$ cat config.mk
export PLATFORM = sky130hd
export DESIGN_NAME = dispatch_decoder
export DESIGN_NICKNAME = d
export VERILOG_FILES = /design/src/core/decode_pkg.sv /design/src/core/decode_slot.sv /design/src/core/dispatch_decoder.sv
export VERILOG_INCLUDE_DIRS = /design/src /design/src/core
export SDC_FILE = /design/constraint.sdc
export NUM_CORES = 1
export LEC_CHECK = 0
export BUFFER_PORTS_ARGS = -buffer_cell sky130_fd_sc_hd__buf_2
export CAP_MARGIN = 20
export CORE_MARGIN = 3
export CORE_UTILIZATION = 54
export DETAILED_ROUTE_END_ITERATION = 8
export PLACE_DENSITY = 0.83
export SYNTH_ARGS = -nofsm -noshare
export SYNTH_HDL_FRONTEND = slang
export SYNTH_SLANG_ARGS = --single-unit
$ cat constraint.sdc
create_clock -name mclk -period 5.2 [get_ports mclk]
set_input_delay 0.78 -clock mclk [delete_from_list [all_inputs] [get_ports mclk]]
set_output_delay 0.78 -clock mclk [all_outputs]
set_load 0.02 [all_outputs]
$ cat src/core/decode_consts.svh
// constants for the dispatch decode classifier
// Contract
// - register operand from modrm bits 5 to 3
// - second vector register from modrm bits 2:0
// - mod 11 register form, else memory form
// - per clock: two short, one long, one vector
// - any two short instructions pair together
// - vector extensions short except three non-short
// - loads to load unit, stores store unit
// - X-restricted operations go only to unit X
// - immediate loads use no execution unit
// - vector, branch, float ops to own units
// - one dependent chain, some emit two chains
// - 83h /2 register form: short, one X op
// - 83h /2 memory form: long load-op-store
// - full immediates 16/32 bits, short ones 8
// - 0Fh C8h-CFh byte swap: long, one op
`ifndef DECODE_CONSTS_SVH
`define DECODE_CONSTS_SVH
`define MODRM_MOD_HI     7
`define MODRM_MOD_LO     6
`define MODRM_REG_HI     5
`define MODRM_REG_LO     3
`define MODRM_RM_HI      2
`define MODRM_RM_LO      0
`define MOD_REG_FORM     2'b11
`define MOD_DISP8        2'b01
`define MOD_DISP_FULL    2'b10
`define MOD_NO_DISP      2'b00
`define RM_SIB           3'b100
`define RM_DISP_ONLY_32  3'b101
`define RM_DISP_ONLY_16  3'b110
`define OPC_ESCAPE       8'h0f
`define OPC_GRP_IMM_FULL 8'h81
`define OPC_XCHG         8'h87
`define OPC2_EMMS        8'h77
`define OPC2_FEMMS       8'h0e
`define OPC2_PREFETCH    8'h0d
`define OPC2_PACKED_FLT  8'h0f
`define EXT_ADD          3'b000
`define EXT_ADC          3'b010
`define EXT_AND          3'b100
`define LEN_FULL_32      4'h4
`define LEN_FULL_16      4'h2
`define STEER_RESET      1'b0
`endif

$ cat src/core/decode_pkg.sv
// types shared by the dispatch decode classifier
package decode_pkg;
  // decode path an instruction takes
  typedef enum logic [1:0] {
    DT_NONE   = 2'b00,
    DT_SHORT  = 2'b01,
    DT_LONG   = 2'b10,
    DT_VECTOR = 2'b11
  } dtype_type;
  // internal operation kinds
  typedef enum logic [3:0] {
    OP_NONE   = 4'h0,
    OP_LOAD   = 4'h1,
    OP_STORE  = 4'h2,
    OP_ALU    = 4'h3,
    OP_ALUX   = 4'h4,
    OP_BRANCH = 4'h5,
    OP_FLOAT  = 4'h6,
    OP_MEU    = 4'h7,
    OP_LIMM   = 4'h8,
    OP_FLOAD  = 4'h9,
    OP_MLOAD  = 4'ha
  } op_kind_type;
  // execution unit targets; none also means control unit only
  typedef enum logic [2:0] {
    UNIT_NONE   = 3'b000,
    UNIT_LOAD   = 3'b001,
    UNIT_STORE  = 3'b010,
    UNIT_INT_X  = 3'b011,
    UNIT_INT_Y  = 3'b100,
    UNIT_BRANCH = 3'b101,
    UNIT_FPU    = 3'b110,
    UNIT_MEU    = 3'b111
  } unit_type;
  // immediate field size class
  typedef enum logic [1:0] {
    IMM_NONE = 2'b00,
    IMM_BYTE = 2'b01,
    IMM_FULL = 2'b10
  } imm_size_type;
endpackage

$ cat src/core/decode_slot.sv
// single-instruction opcode and modrm classifier
`include "decode_consts.svh"
module decode_slot (
  input  wire logic                          valid,
  input  wire logic [7:0]                    opcode,
  input  wire logic [7:0]                    second,
  input  wire logic [7:0]                    third,
  output decode_pkg::dtype_type              dtype,
  output decode_pkg::op_kind_type [2:0]      op_kind,
  output logic [2:0]                         op_chain,
  output logic                               has_modrm,
  output logic                               escaped,
  output logic                               mem_form,
  output logic                               vector_form,
  output logic [7:0]                         modrm,
  output decode_pkg::imm_size_type           imm_size,
  output logic [2:0]                         reg_operand,
  output logic [2:0]                         rm_operand
);
  logic       mem_raw;     // mod field says memory
  logic       reg_in_opc;  // register coded in the opcode byte
  logic [2:0] ext;         // group extension field

  // modrm follows the last opcode byte
  assign escaped = (opcode == `OPC_ESCAPE);
  assign modrm   = escaped ? third : second;
  assign ext     = modrm[`MODRM_REG_HI:`MODRM_REG_LO];
  assign mem_raw = modrm[`MODRM_MOD_HI:`MODRM_MOD_LO] != `MOD_REG_FORM;
  assign mem_form = has_modrm & mem_raw;
  // opcode-coded register wins, else reg field
  assign reg_operand = !reg_in_opc ? ext :
                       (escaped ? second[2:0] : opcode[2:0]);
  assign rm_operand = modrm[`MODRM_RM_HI:`MODRM_RM_LO];

  // classify; anything unknown takes the vector path
  always_comb begin
    decode_pkg::op_kind_type alu_k;
    alu_k = opcode[0] ? decode_pkg::OP_ALU : decode_pkg::OP_ALUX;
    dtype       = decode_pkg::DT_NONE;
    op_kind[0]  = decode_pkg::OP_NONE;
    op_kind[1]  = decode_pkg::OP_NONE;
    op_kind[2]  = decode_pkg::OP_NONE;
    op_chain    = 3'h0;
    has_modrm   = 1'b0;
    imm_size    = decode_pkg::IMM_NONE;
    reg_in_opc  = 1'b0;
    vector_form = 1'b0;
    if (valid) begin
      dtype = decode_pkg::DT_VECTOR;
      unique case (opcode) inside
        8'h00, 8'h01, 8'h10, 8'h11, 8'h20, 8'h21: begin
          has_modrm = 1'b1;
          if (mem_raw) begin // memory destination
            dtype      = decode_pkg::DT_LONG;
            op_kind[0] = decode_pkg::OP_LOAD;
            op_kind[1] = alu_k;
            op_kind[2] = decode_pkg::OP_STORE;
          end else begin
            dtype      = decode_pkg::DT_SHORT;
            op_kind[0] = alu_k;
          end
        end
        8'h02, 8'h03, 8'h12, 8'h13, 8'h22, 8'h23: begin
          has_modrm = 1'b1;
          dtype     = decode_pkg::DT_SHORT;
          if (mem_raw) begin // memory source
            op_kind[0] = decode_pkg::OP_LOAD;
            op_kind[1] = alu_k;
          end else begin
            op_kind[0] = alu_k;
          end
        end
        8'h04, 8'h05, 8'h14, 8'h15, 8'h24, 8'h25: begin
          dtype      = decode_pkg::DT_SHORT;
          op_kind[0] = alu_k;
          imm_size   = opcode[0] ? decode_pkg::IMM_FULL
                                 : decode_pkg::IMM_BYTE;
        end
        8'h80, 8'h81, 8'h83: begin
          has_modrm = 1'b1;
          imm_size  = (opcode == `OPC_GRP_IMM_FULL) ?
                      decode_pkg::IMM_FULL : decode_pkg::IMM_BYTE;
          // only the add, adc and and extensions are classified
          if (ext inside {`EXT_ADD, `EXT_ADC, `EXT_AND}) begin
            alu_k = (opcode == `OPC_GRP_IMM_FULL) ?
                    decode_pkg::OP_ALU : decode_pkg::OP_ALUX;
            if (mem_raw) begin
              dtype      = decode_pkg::DT_LONG;
              op_kind[0] = decode_pkg::OP_LOAD;
              op_kind[1] = alu_k;
              op_kind[2] = decode_pkg::OP_STORE;
            end else begin
              dtype      = decode_pkg::DT_SHORT;
              op_kind[0] = alu_k;
            end
          end
        end
        8'h37, 8'h3f: dtype = decode_pkg::DT_VECTOR;
        8'hd4, 8'hd5: imm_size = decode_pkg::IMM_BYTE;
        `OPC_XCHG: begin
          has_modrm = 1'b1;
          if (!mem_raw) begin // two independent moves
            dtype      = decode_pkg::DT_LONG;
            op_kind[0] = decode_pkg::OP_ALU;
            op_kind[1] = decode_pkg::OP_ALU;
            op_chain   = 3'b010;
          end
        end
        [8'h70:8'h7f]: begin
          dtype      = decode_pkg::DT_SHORT;
          op_kind[0] = decode_pkg::OP_BRANCH;
          imm_size   = decode_pkg::IMM_BYTE;
        end
        [8'hb0:8'hbf]: begin
          dtype      = decode_pkg::DT_SHORT;
          op_kind[0] = decode_pkg::OP_LIMM;
          reg_in_opc = 1'b1;
          imm_size   = opcode[3] ? decode_pkg::IMM_FULL
                                 : decode_pkg::IMM_BYTE;
        end
        8'hd8, 8'hd9, 8'hda, 8'hdb, 8'hdc, 8'hdd, 8'hde, 8'hdf: begin
          has_modrm  = 1'b1;
          dtype      = decode_pkg::DT_SHORT;
          op_kind[0] = mem_raw ? decode_pkg::OP_FLOAD
                               : decode_pkg::OP_FLOAT;
          op_kind[1] = mem_raw ? decode_pkg::OP_FLOAT
                               : decode_pkg::OP_NONE;
        end
        `OPC_ESCAPE: begin
          unique case (second) inside
            `OPC2_EMMS, `OPC2_FEMMS: dtype = decode_pkg::DT_VECTOR;
            `OPC2_PREFETCH: begin
              has_modrm  = 1'b1;
              dtype      = decode_pkg::DT_LONG;
              op_kind[0] = decode_pkg::OP_LOAD;
            end
            [8'hc8:8'hcf]: begin
              dtype      = decode_pkg::DT_LONG;
              op_kind[0] = decode_pkg::OP_ALU;
              reg_in_opc = 1'b1;
            end
            // 77h is left out of the row so the vector exit stays unique
            `OPC2_PACKED_FLT, [8'h60:8'h76], [8'h78:8'h7f],
            [8'hd0:8'hff]: begin
              has_modrm   = 1'b1;
              vector_form = 1'b1;
              dtype       = decode_pkg::DT_SHORT;
              op_kind[0]  = mem_raw ? decode_pkg::OP_MLOAD
                                    : decode_pkg::OP_MEU;
              op_kind[1]  = mem_raw ? decode_pkg::OP_MEU
                                    : decode_pkg::OP_NONE;
              // shift-by-immediate rows and the suffix byte form
              if (second == `OPC2_PACKED_FLT ||
                  second inside {[8'h70:8'h73]})
                imm_size = decode_pkg::IMM_BYTE;
            end
            default: dtype = decode_pkg::DT_VECTOR;
          endcase
        end
        default: dtype = decode_pkg::DT_VECTOR;
      endcase
    end
  end
endmodule

$ cat src/core/dispatch_decoder.sv
// dispatch decode classifier: pairing, length and unit steering
`include "decode_consts.svh"
module dispatch_decoder #(
  parameter int SLOTS = 2,  // decode slots per clock
  parameter int OPS   = 3   // operations per instruction
) (
  input  wire logic                       mclk,
  input  wire logic                       resetn,
  input  wire logic [1:0]                 in_valid,
  input  wire logic [1:0][7:0]            in_opcode,
  input  wire logic [1:0][7:0]            in_second,
  input  wire logic [1:0][7:0]            in_third,
  input  wire logic                       op_size32,
  input  wire logic                       addr_size32,
  input  wire logic                       sched_ready,
  output logic [1:0]                      advance_r,
  output logic [1:0]                      dec_valid_r,
  output logic [1:0][1:0]                 dec_type_r,
  output logic [1:0][2:0][3:0]            op_kind_r,
  output logic [1:0][2:0][2:0]            op_unit_r,
  output logic [1:0][2:0]                 op_chain_r,
  output logic [1:0][2:0]                 reg_operand_r,
  output logic [1:0][2:0]                 rm_operand_r,
  output logic [1:0]                      mem_form_r,
  output logic [1:0]                      vector_form_r,
  output logic [1:0][3:0]                 length_r
);

  // per-slot classification from the slot decoders; s_len comes from instr_len here
  decode_pkg::dtype_type              s_dtype   [2];
  decode_pkg::op_kind_type [2:0]      s_kind    [2];
  logic [2:0]                         s_chain   [2];
  logic                               s_modrm_u [2];  // modrm present
  logic                               s_esc     [2];  // two-byte opcode
  logic                               s_mem     [2];  // memory form
  logic                               s_vec     [2];  // vector registers
  logic [7:0]                         s_modrm   [2];  // selected modrm
  decode_pkg::imm_size_type           s_imm     [2];
  logic [2:0]                         s_reg     [2];
  logic [2:0]                         s_rm      [2];
  logic [3:0]                         s_len     [2];  // instruction bytes

  // group selection
  logic                               take0;    // first slot decodes
  logic                               pair;     // both slots decode
  logic                               load_grp; // outputs may change

  // next values of the output group
  logic [1:0]                         advance_nxt;
  logic [1:0]                         dec_valid_nxt;
  logic [1:0][1:0]                    dec_type_nxt;
  logic [1:0][2:0][3:0]               op_kind_nxt;
  logic [1:0][2:0][2:0]               op_unit_nxt;
  logic [1:0][2:0]                    op_chain_nxt;
  logic [1:0][2:0]                    reg_operand_nxt;
  logic [1:0][2:0]                    rm_operand_nxt;
  logic [1:0]                         mem_form_nxt;
  logic [1:0]                         vector_form_nxt;
  logic [1:0][3:0]                    length_nxt;

  // alternation between the two integer units
  logic                               steer_y_r;
  logic                               steer_y_nxt;

  // length of one instruction from its fields
  function automatic logic [3:0] instr_len(
    input logic                     esc,
    input logic                     hm,
    input logic [7:0]               m,
    input decode_pkg::imm_size_type imm,
    input logic                     o32,
    input logic                     a32
  );
    logic [3:0] n;
    logic [3:0] full_o;
    logic [3:0] full_a;
    logic [1:0] md;
    logic [2:0] rm;
    full_o = o32 ? `LEN_FULL_32 : `LEN_FULL_16;
    full_a = a32 ? `LEN_FULL_32 : `LEN_FULL_16;
    md     = m[`MODRM_MOD_HI:`MODRM_MOD_LO];
    rm     = m[`MODRM_RM_HI:`MODRM_RM_LO];
    n      = esc ? 4'h2 : 4'h1;
    if (hm) begin
      n = n + 4'h1;
      // index byte only exists with 32-bit addressing
      if (a32 && md != `MOD_REG_FORM && rm == `RM_SIB)
        n = n + 4'h1;
      unique case (md)
        `MOD_DISP8:     n = n + 4'h1; // short displacement
        `MOD_DISP_FULL: n = n + full_a;
        `MOD_NO_DISP: begin
          // direct address carries a full displacement
          if (a32 ? (rm == `RM_DISP_ONLY_32) : (rm == `RM_DISP_ONLY_16))
            n = n + full_a;
        end
        `MOD_REG_FORM:  n = n + 4'h0;
      endcase
    end
    unique case (imm)
      decode_pkg::IMM_BYTE: n = n + 4'h1;
      decode_pkg::IMM_FULL: n = n + full_o;
      default:              n = n + 4'h0;
    endcase
    return n;
  endfunction

  // target unit of one operation; alu takes the offered unit
  function automatic decode_pkg::unit_type kind_unit(
    input decode_pkg::op_kind_type k,
    input logic                    use_y
  );
    unique case (k)
      decode_pkg::OP_LOAD,
      decode_pkg::OP_FLOAD,
      decode_pkg::OP_MLOAD:  return decode_pkg::UNIT_LOAD;
      decode_pkg::OP_STORE:  return decode_pkg::UNIT_STORE;
      decode_pkg::OP_ALU:    return use_y ? decode_pkg::UNIT_INT_Y
                                          : decode_pkg::UNIT_INT_X;
      decode_pkg::OP_ALUX:   return decode_pkg::UNIT_INT_X;
      decode_pkg::OP_BRANCH: return decode_pkg::UNIT_BRANCH;
      decode_pkg::OP_FLOAT:  return decode_pkg::UNIT_FPU;
      decode_pkg::OP_MEU:    return decode_pkg::UNIT_MEU;
      default:               return decode_pkg::UNIT_NONE;
    endcase
  endfunction

  // one classifier per decode slot
  for (genvar g = 0; g < SLOTS; g++) begin : g_slot
    decode_slot u_slot (
      .valid       (in_valid[g]),
      .opcode      (in_opcode[g]),
      .second      (in_second[g]),
      .third       (in_third[g]),
      .dtype       (s_dtype[g]),
      .op_kind     (s_kind[g]),
      .op_chain    (s_chain[g]),
      .has_modrm   (s_modrm_u[g]),
      .escaped     (s_esc[g]),
      .mem_form    (s_mem[g]),
      .vector_form (s_vec[g]),
      .modrm       (s_modrm[g]),
      .imm_size    (s_imm[g]),
      .reg_operand (s_reg[g]),
      .rm_operand  (s_rm[g])
    );
    assign s_len[g] = instr_len(s_esc[g], s_modrm_u[g], s_modrm[g],
                                s_imm[g], op_size32, addr_size32);
  end

  // decide how much of the window decodes this clock
  always_comb begin
    // a held group must be taken by the scheduler before a new one
    load_grp = sched_ready | ~(|dec_valid_r);
    take0    = load_grp & in_valid[0];
    // only two short instructions share a clock, of any class
    pair     = take0 & in_valid[1] &
               (s_dtype[0] == decode_pkg::DT_SHORT) &
               (s_dtype[1] == decode_pkg::DT_SHORT);
    // long and vector decodes go alone
    advance_nxt = pair ? 2'd2 : (take0 ? 2'd1 : 2'd0);
  end

  // build the next output group and steer its operations
  always_comb begin
    logic use_y;
    logic live;
    use_y           = steer_y_r;
    live            = 1'b0;
    dec_valid_nxt   = dec_valid_r;
    dec_type_nxt    = dec_type_r;
    op_kind_nxt     = op_kind_r;
    op_unit_nxt     = op_unit_r;
    op_chain_nxt    = op_chain_r;
    reg_operand_nxt = reg_operand_r;
    rm_operand_nxt  = rm_operand_r;
    mem_form_nxt    = mem_form_r;
    vector_form_nxt = vector_form_r;
    length_nxt      = length_r;
    if (load_grp) begin
      for (int s = 0; s < SLOTS; s++) begin
        live = (s == 0) ? take0 : pair;
        dec_valid_nxt[s]   = live;
        dec_type_nxt[s]    = live ? s_dtype[s] : decode_pkg::DT_NONE;
        reg_operand_nxt[s] = s_reg[s];
        rm_operand_nxt[s]  = s_rm[s];
        mem_form_nxt[s]    = live & s_mem[s];
        vector_form_nxt[s] = live & s_vec[s];
        length_nxt[s]      = live ? s_len[s] : 4'h0;
        op_chain_nxt[s]    = live ? s_chain[s] : 3'h0;
        for (int o = 0; o < OPS; o++) begin
          op_kind_nxt[s][o] = live ? s_kind[s][o] : decode_pkg::OP_NONE;
          op_unit_nxt[s][o] = live ? kind_unit(s_kind[s][o], use_y)
                                   : decode_pkg::UNIT_NONE;
          // unrestricted ops alternate so both units stay busy
          if (live && s_kind[s][o] == decode_pkg::OP_ALU)
            use_y = ~use_y;
        end
      end
    end
    steer_y_nxt = use_y;
  end

  // register the group; hold while the scheduler stalls
  always_ff @(posedge mclk) begin
    if (!resetn) begin
      advance_r     <= '0;
      dec_valid_r   <= '0;
      dec_type_r    <= '0;
      op_kind_r     <= '0;
      op_unit_r     <= '0;
      op_chain_r    <= '0;
      reg_operand_r <= '0;
      rm_operand_r  <= '0;
      mem_form_r    <= '0;
      vector_form_r <= '0;
      length_r      <= '0;
      steer_y_r     <= `STEER_RESET;
    end else begin
      advance_r     <= advance_nxt;
      dec_valid_r   <= dec_valid_nxt;
      dec_type_r    <= dec_type_nxt;
      op_kind_r     <= op_kind_nxt;
      op_unit_r     <= op_unit_nxt;
      op_chain_r    <= op_chain_nxt;
      reg_operand_r <= reg_operand_nxt;
      rm_operand_r  <= rm_operand_nxt;
      mem_form_r    <= mem_form_nxt;
      vector_form_r <= vector_form_nxt;
      length_r      <= length_nxt;
      steer_y_r     <= steer_y_nxt;
    end
  end

endmodule
==> flow_metrics.tcl, run 1 <==
set metrics [dict create \
    run_status "completed" \
    synth_area_um2 5060 \
    maxCapViolCount 0 \
    start_util_pct 56.9 \
    wl_um 15700 \
    post-dp-hpwl_um 12100 \
    grt_max_degree 31 \
    io_pins 135 \
    ys_types 82 \
    grt_pass1_wl_um 24900 \
    dpl.cell_count 860 \
    clk-insertion-delay-late_ns 0.34 \
    cts-htree-levels 3 \
    period_needed_ns 4.28 \
    r2r-start "dec_valid_r[0]$_SDFFE_PN0N_" \
    viasPerCell 6.25 \
    grt_util_all_layers_pct 29.7 \
    vias 5477 \
    grt.overflow.total 0 \
    worst-path-buf-inv 6 \
    drc 0 \
    crit_path_end_kind "register" \
    synth-seq-cells 63 \
    ant_nets 0 \
    crit_family "compound AO/OA/AOI/OAI gates" \
    clock.fmax_mhz 234 \
    fp.dieW_um 103 \
    clk_pin_slew_ns 0.08 \
    io_buffers 118 \
    finalNonFillerCells 876 \
    yosysSeqAreaShare_pct 24.9 \
    clk_path_buf_depth 2 \
    max-slew-margin-rel_pct 42.2 \
    cts_tree "done" \
    antenna_found_initial 0 \
    tightest_slew_ns 0.846 \
    clock-sinks 63 \
    synth.top_cell.area_share_pct 24.9 \
    worst_path_largest_cell_delay_ns 0.39 \
    pwr_density_cell_nw_per_um2 211 \
    cp_slowest_cell "nor4bb_1" \
    tns_ns 0 \
    rr_endpoint "op_unit_r[11]$_SDFFE_PN0N_" \
    hold_depth 2 \
    cts_root_buf "clkbuf_8" \
    num_rows 34 \
    cp_cell_sequence "buf_2 > nor4bb_1 > nand4_1 > inv_2 > buf_4 > nand2_1 > and2_1 > o2111ai_1 > inv_1 > ha_1 > inv_1 > ha_1 > mux2i_1 > a211oi_1 > a21oi_1 > inv_1 > ha_1 > a21o_1 > a21oi_1 > nor2_1 > xor2_1 > a22o_1" \
    drive_gt1_share_pct 21.9 \
    fin_skew_ns 0.0152 \
    synth_warnings 0 \
    ir_drop_v 0.000111 \
    timing.reg2reg.worst_path_depth 8 \
    hold-path-endpoint "op_kind_r[14]$_SDFFE_PN0N_" \
    worstPathMaxFanout 15 \
    first_pass_iters 6 \
    setup_viol 0 \
    synth-main-ff-cell "dfxtp_1" \
    synth_edf_count 0 \
    postCtsSetupRepairBufs 0 \
    fp.dieH_um 103 \
    synth_top_area_cell "dfxtp_1" \
    crit_arrival_ns 4.52 \
    critical_path_class "input port to register" \
    hold_viol 0 \
    async_flop_share_pct 0 \
    crit_required_ns 5.44 \
    power_leakage_nw 2.68 \
    core_um2 8890 \
    min_path_type "register to register" \
    hp-start "op_kind_r[14]$_SDFFE_PN0N_" \
    synthTopCellsByArea "dfxtp_1 (25%), nand2_1 (6.1%), nor2_1 (4.6%)" \
    rsz0062_at_grt "false" \
    syn-instance-count 661 \
    area.growth.synth_to_final_pct 16.1 \
    antenna_cells 0 \
    die-area_um2 10600 \
    routedWlPerCell_um 18.0 \
    slew_viol_final 0 \
    numCtsBuffers 9 \
    min_period_over_period_pct 82.3 \
    r2r_slack_ns 2.18 \
    start_kind "input port" \
    drtIter0Drc 395 \
    cts-hold-fix-buffers 0 \
    gp_congestion 0.957 \
    nNetsFinal 840 \
    syn_area_per_cell_um2 7.65 \
    ctsResizeCount 0 \
    grt_pass1_vias 5157 \
]
==> layout by cell type, fill, tap and decap left out, types with 16 or more instances in the layout <==
cell type    n
nand2_1     82
nor2_1      60
ha_1        18
a21oi_1     46
buf_2      118
conb_1      16
o21ai_0     27
inv_1       26
dfxtp_1     63
nand3_1     20
==> synthesized netlist by cell type, drive strengths merged, types with 7 or more instances <==
cell	count
a31oi	9
a21o	11
a22o	9
xor2	8
clkbuf	27
nand4	12
inv	29
nand3	21
ha	18
buf	23
o31ai	8
mux2i	14
a32o	7
and2	8
a211oi	11
dfxtp	63
a21oi	46
nand2b	9
nor2b	14
nor3b	10
nor2	62
nor3	9
o21ai	32
nand2	82
==> worst max path at each step <==
stage	from	endpoint	slack (ns)	cells past startpoint
floorplan	in_opcode[12]	length_r[7]$_SDFFE_PN0N_	0.71	19
global placement	in_opcode[9]	length_r[7]$_SDFFE_PN0N_	0.66	19
detailed placement	in_opcode[9]	length_r[7]$_SDFFE_PN0N_	0.59	22
CTS	in_opcode[9]	length_r[7]$_SDFFE_PN0N_	0.96	20
global route	in_opcode[9]	length_r[7]$_SDFFE_PN0N_	0.60	22
finish	in_opcode[9]	length_r[7]$_SDFFE_PN0N_	0.92	22
==> power breakdown <==
part,switching (mW),leakage (nW),internal (mW)
combinational,0.163,2.05,0.0823
clock,0.215,0.115,0.276
sequential,0.00742,0.512,0.494
==> cells by family (layout without fill, tap and decap cells) <==
kind of cell             count (synthesis)  in the layout  synth area share (%)
AND/OR/NAND/NOR                        273            273                  28.7
AO/OA/AOI/OAI                          194            194                  27.3
buffers and inverters                   79            171                  7.25
flip-flops                              63             63                  24.9
adder cells (fa/ha/maj)                 22             22                  6.04
multiplexers                            17             17                  3.66
XOR/XNOR                                12             12                  2.08
other                                    1             16                0.0741
==> final cells by class <==
cell class,count,area [um2]
clock buffers,9,124
clock inverters,7,100
fillers,771,3020
inverters,29,109
multi-input cells,534,3490
flip-flops and latches,63,1260
well taps,108,135
repair buffers,126,651
==> per-stage QoR <==
step / instance area (um2) / power [mW] / setup WS, ns / util (%) / hold WS [ns]
6_report: 5870 / 1.24 / 0.922 / 66.0 / 0.447
5_1_grt: 5870 / 1.30 / 0.596 / 66.0 / 0.475
4_1_cts: 5870 / 1.25 / 0.965 / 66.0 / 0.448
3_5_place_dp: 5650 / 0.753 / 0.585 / 63.5 / 0.435
3_3_place_gp: 5650 / 0.747 / 0.660 / 63.5 / 0.431
2_1_floorplan: 5110 / 0.677 / 0.711 / - / 0.521
==> registers in the layout, indices dropped and copies added (netlist names), 2 cells and up <==
| register | flops |
|---|---|
| op_kind_r | 15 |
| op_unit_r | 13 |
| length_r | 8 |
| reg_operand_r | 6 |
| rm_operand_r | 6 |
| dec_type_r | 4 |
| advance_r | 2 |
| dec_valid_r | 2 |
| mem_form_r | 2 |
| op_chain_r | 2 |
| vector_form_r | 2 |
==> worst min-delay path, delay by kind of cell (launching register included) <==
family        cells  cell delay (ns)
flops             1             0.32
simple gates      2             0.09
==> routing by layer <==
layer,vias up,global-route usage (%),share of wire [%]
met4,0,10.1,2.1
met1,2568,37.7,42
li1,2606,-,-
met3,31,5.21,7.3
met2,272,50.8,48
met5,-,0,0
(Power assumes the default switching activity.)
==> run 2, diff against run 1 <==
Settings changed: CORE_UTILIZATION 54 to 49, PLACE_DENSITY 0.83 to 0.79.
Clock period 5.2 ns to 3.7 ns, I/O delays scaled along.
==> run 2 against run 1 <==
Against the previous run:
- the flow now finishes with violations (DRC)
- sequential share of layout area decreased by 2.2 points
- final cell count increased by 10%
- cell area increased by 11%
- clock skew decreased by 0.0037 ns
- register-to-register slack got worse by 0.73 ns
- critical path depth decreased by 7
- critical path type unchanged
- critical endpoint is now length_r[2]$_SDFFE_PN0N_
==> flow_metrics.tcl, run 2 (synthesis gave the netlist of run 1 again) <==
set metrics [dict create \
    run_status "complete, but fails checks" \
    violations "DRC" \
    num_rows 36 \
    area.growth.synth_to_final_pct 29.1 \
    grt_max_degree 29 \
    min_period_over_period_pct 95.7 \
    die-area_um2 11600 \
    clock-sinks 63 \
    stdcell_area_um2 6530 \
    clk-insertion-delay-late_ns 0.35 \
    grt_pass1_vias 5478 \
    drive_gt1_share_pct 30.6 \
    antenna_cells 0 \
    worst_path_largest_cell_delay_ns 0.58 \
    post-dp-hpwl_um 13300 \
    cts-hold-fix-buffers 0 \
    crit_top_cell "a21oi_1" \
    viasPerCell 5.96 \
    tightest_slew_ns 0.879 \
    hold-path-endpoint "dec_type_r[2]$_SDFFE_PN0N_" \
    numCtsBuffers 9 \
    worstPathMaxFanout 7 \
    min_path_type "register to register" \
    cp_slowest_cell "or4b_4" \
    core_um2 9910 \
    routedWlPerCell_um 17.7 \
    clk_pin_slew_ns 0.08 \
    power_leakage_nw 2.99 \
    grt_pass1_wl_um 27000 \
    first_pass_iters 9 \
    hp-start "dec_type_r[2]$_SDFFE_PN0N_" \
    pwr_density_cell_nw_per_um2 278 \
    period_needed_ns 3.54 \
    layout_common_cells "buf_2 (118), nand2_1 (82), buf_4 (71)" \
    p_int_mw 1.23 \
    crit_required_ns 3.92 \
    max-slew-margin-rel_pct 40.9 \
    r2r-start "dec_valid_r[0]$_SDFFE_PN0N_" \
    grt_use_met3_pct 3.36 \
    gp_congestion 0.992 \
    regMostFlops "op_kind_r" \
    largest_reg_flops 15 \
    grt_util_all_layers_pct 29.0 \
    place_ws_ns -0.236 \
    met1_usage_pct 36.7 \
    fp.dieH_um 108 \
    fin_skew_ns 0.0115 \
    start_kind "input port" \
    pwr-share-comb_pct 21.9 \
    clk_path_buf_depth 2 \
    cp_cell_sequence "buf_2 > buf_4 > or4b_4 > or4_4 > nand3_2 > o21bai_1 > nand2_1 > a21oi_1 > ha_1 > inv_1 > fa_1 > xor2_1 > nor2_1 > a21oi_1 > o21ai_0" \
    crit_path_end_kind "register" \
    drtIter0Drc 414 \
    total_power_mw 1.82 \
    io_pins 135 \
    cts_tree "done" \
    critical_path_class "input port to register" \
    cts-htree-levels 3 \
    busiest_layer "met2" \
    power_frac_seq_pct 38.8 \
    top_regs "op_kind_r x15, op_unit_r x13, length_r x8" \
    wl_um 17100 \
    switchingPower_mw 0.584 \
    vias 5750 \
    antenna_found_initial 0 \
    postCtsSetupRepairBufs 0 \
    hold_depth 1 \
    ant_nets 0 \
    setup_viol 0 \
    clock.fmax_mhz 282 \
    hold_viol 0 \
    post_dp_cell_area_um2 6290 \
    drc 1 \
    ir_drop_v 0.000199 \
    fp.dieW_um 108 \
    grt.overflow.total 0 \
    start_util_pct 51.0 \
    gr-usage-met2_pct 50.0 \
    rsz0062_at_grt "true" \
    maxCapViolCount 0 \
    timing.reg2reg.worst_path_depth 9 \
    power_frac_clock_pct 39.3 \
    nNetsFinal 903 \
    r2r_slack_ns 1.45 \
    crit_arrival_ns 3.77 \
    worst_slack_ns 0.157 \
    p_sw_share_pct 32.1 \
    fillCellCount 870 \
    cts_root_buf "clkbuf_8" \
    mostFrequentLayoutCell "buf_2" \
    io_buffers 118 \
    slew_viol_final 0 \
    rr_endpoint "op_unit_r[14]$_SDFFE_PN0N_" \
]
run 2: critical path: cells and delay by family:
family                   cells  cell delay (ns)
AO/OA/AOI/OAI                4             0.63
adder cells (fa/ha/maj)      2             0.60
buffers and inverters        3             0.33
AND/OR/NAND/NOR              5             1.46
XOR/XNOR                     1             0.21
run 2: power by group through the flow:
stage / clock network [mW] / registers, mW / logic [mW]
final: 0.715 / 0.705 / 0.397
after global routing: 0.741 / 0.707 / 0.431
after CTS: 0.718 / 0.705 / 0.391
after detailed placement: 0 / 0.720 / 0.388
after global placement: 0 / 0.719 / 0.382
after floorplan: 0 / 0.740 / 0.221
run 2: routing by layer:
metal	vias up	part of all wire (%)	wire, um
met5	-	0	0
met4	0	2.8	481
met3	36	6.5	1110
met2	262	48	8260
met1	2719	42	7210
li1	2733	-	-
run 2: through the flow:
step | util [%] | hold WS (ns) | instances | TNS [ns]
5_1_grt | 65.9 | 0.481 | 964 | -0.00518
6_report | 65.9 | 0.450 | 964 | 0
4_1_cts | 65.8 | 0.451 | 964 | 0
3_5_place_dp | 63.5 | 0.436 | 948 | -1.06
2_1_floorplan | - | 0.521 | 676 | -0.664
3_3_place_gp | 63.5 | 0.429 | 948 | -0.397
run 2: area by class of cell:
type	instances	area, um2	area share [%]
Inverter	29	109	1.67
Multi-Input combinational cell	534	3650	55.8
Sequential cell	63	1260	19.3
Clock buffer	9	124	1.90
Clock inverter	7	103	1.57
Timing Repair Buffer	189	1120	17.2
Tap cell	133	166	2.55
run 2: how the worst max path moves through the flow:
stage	from	endpoint	cells past startpoint
CTS	in_opcode[4]	length_r[3]$_SDFFE_PN0N_	21
global placement	in_opcode[7]	length_r[3]$_SDFFE_PN0N_	21
finish	in_opcode[6]	length_r[2]$_SDFFE_PN0N_	15
detailed placement	in_opcode[4]	length_r[3]$_SDFFE_PN0N_	21
global route	in_opcode[4]	length_r[2]$_SDFFE_PN0N_	21
floorplan	in_opcode[7]	length_r[3]$_SDFFE_PN0N_	18
run 2: repair_timing:
action / CTS / global route
gates resized for setup: 0 / 4
endpoints found under the hold margin: 0 / 0
setup endpoints to repair: 0 / 4
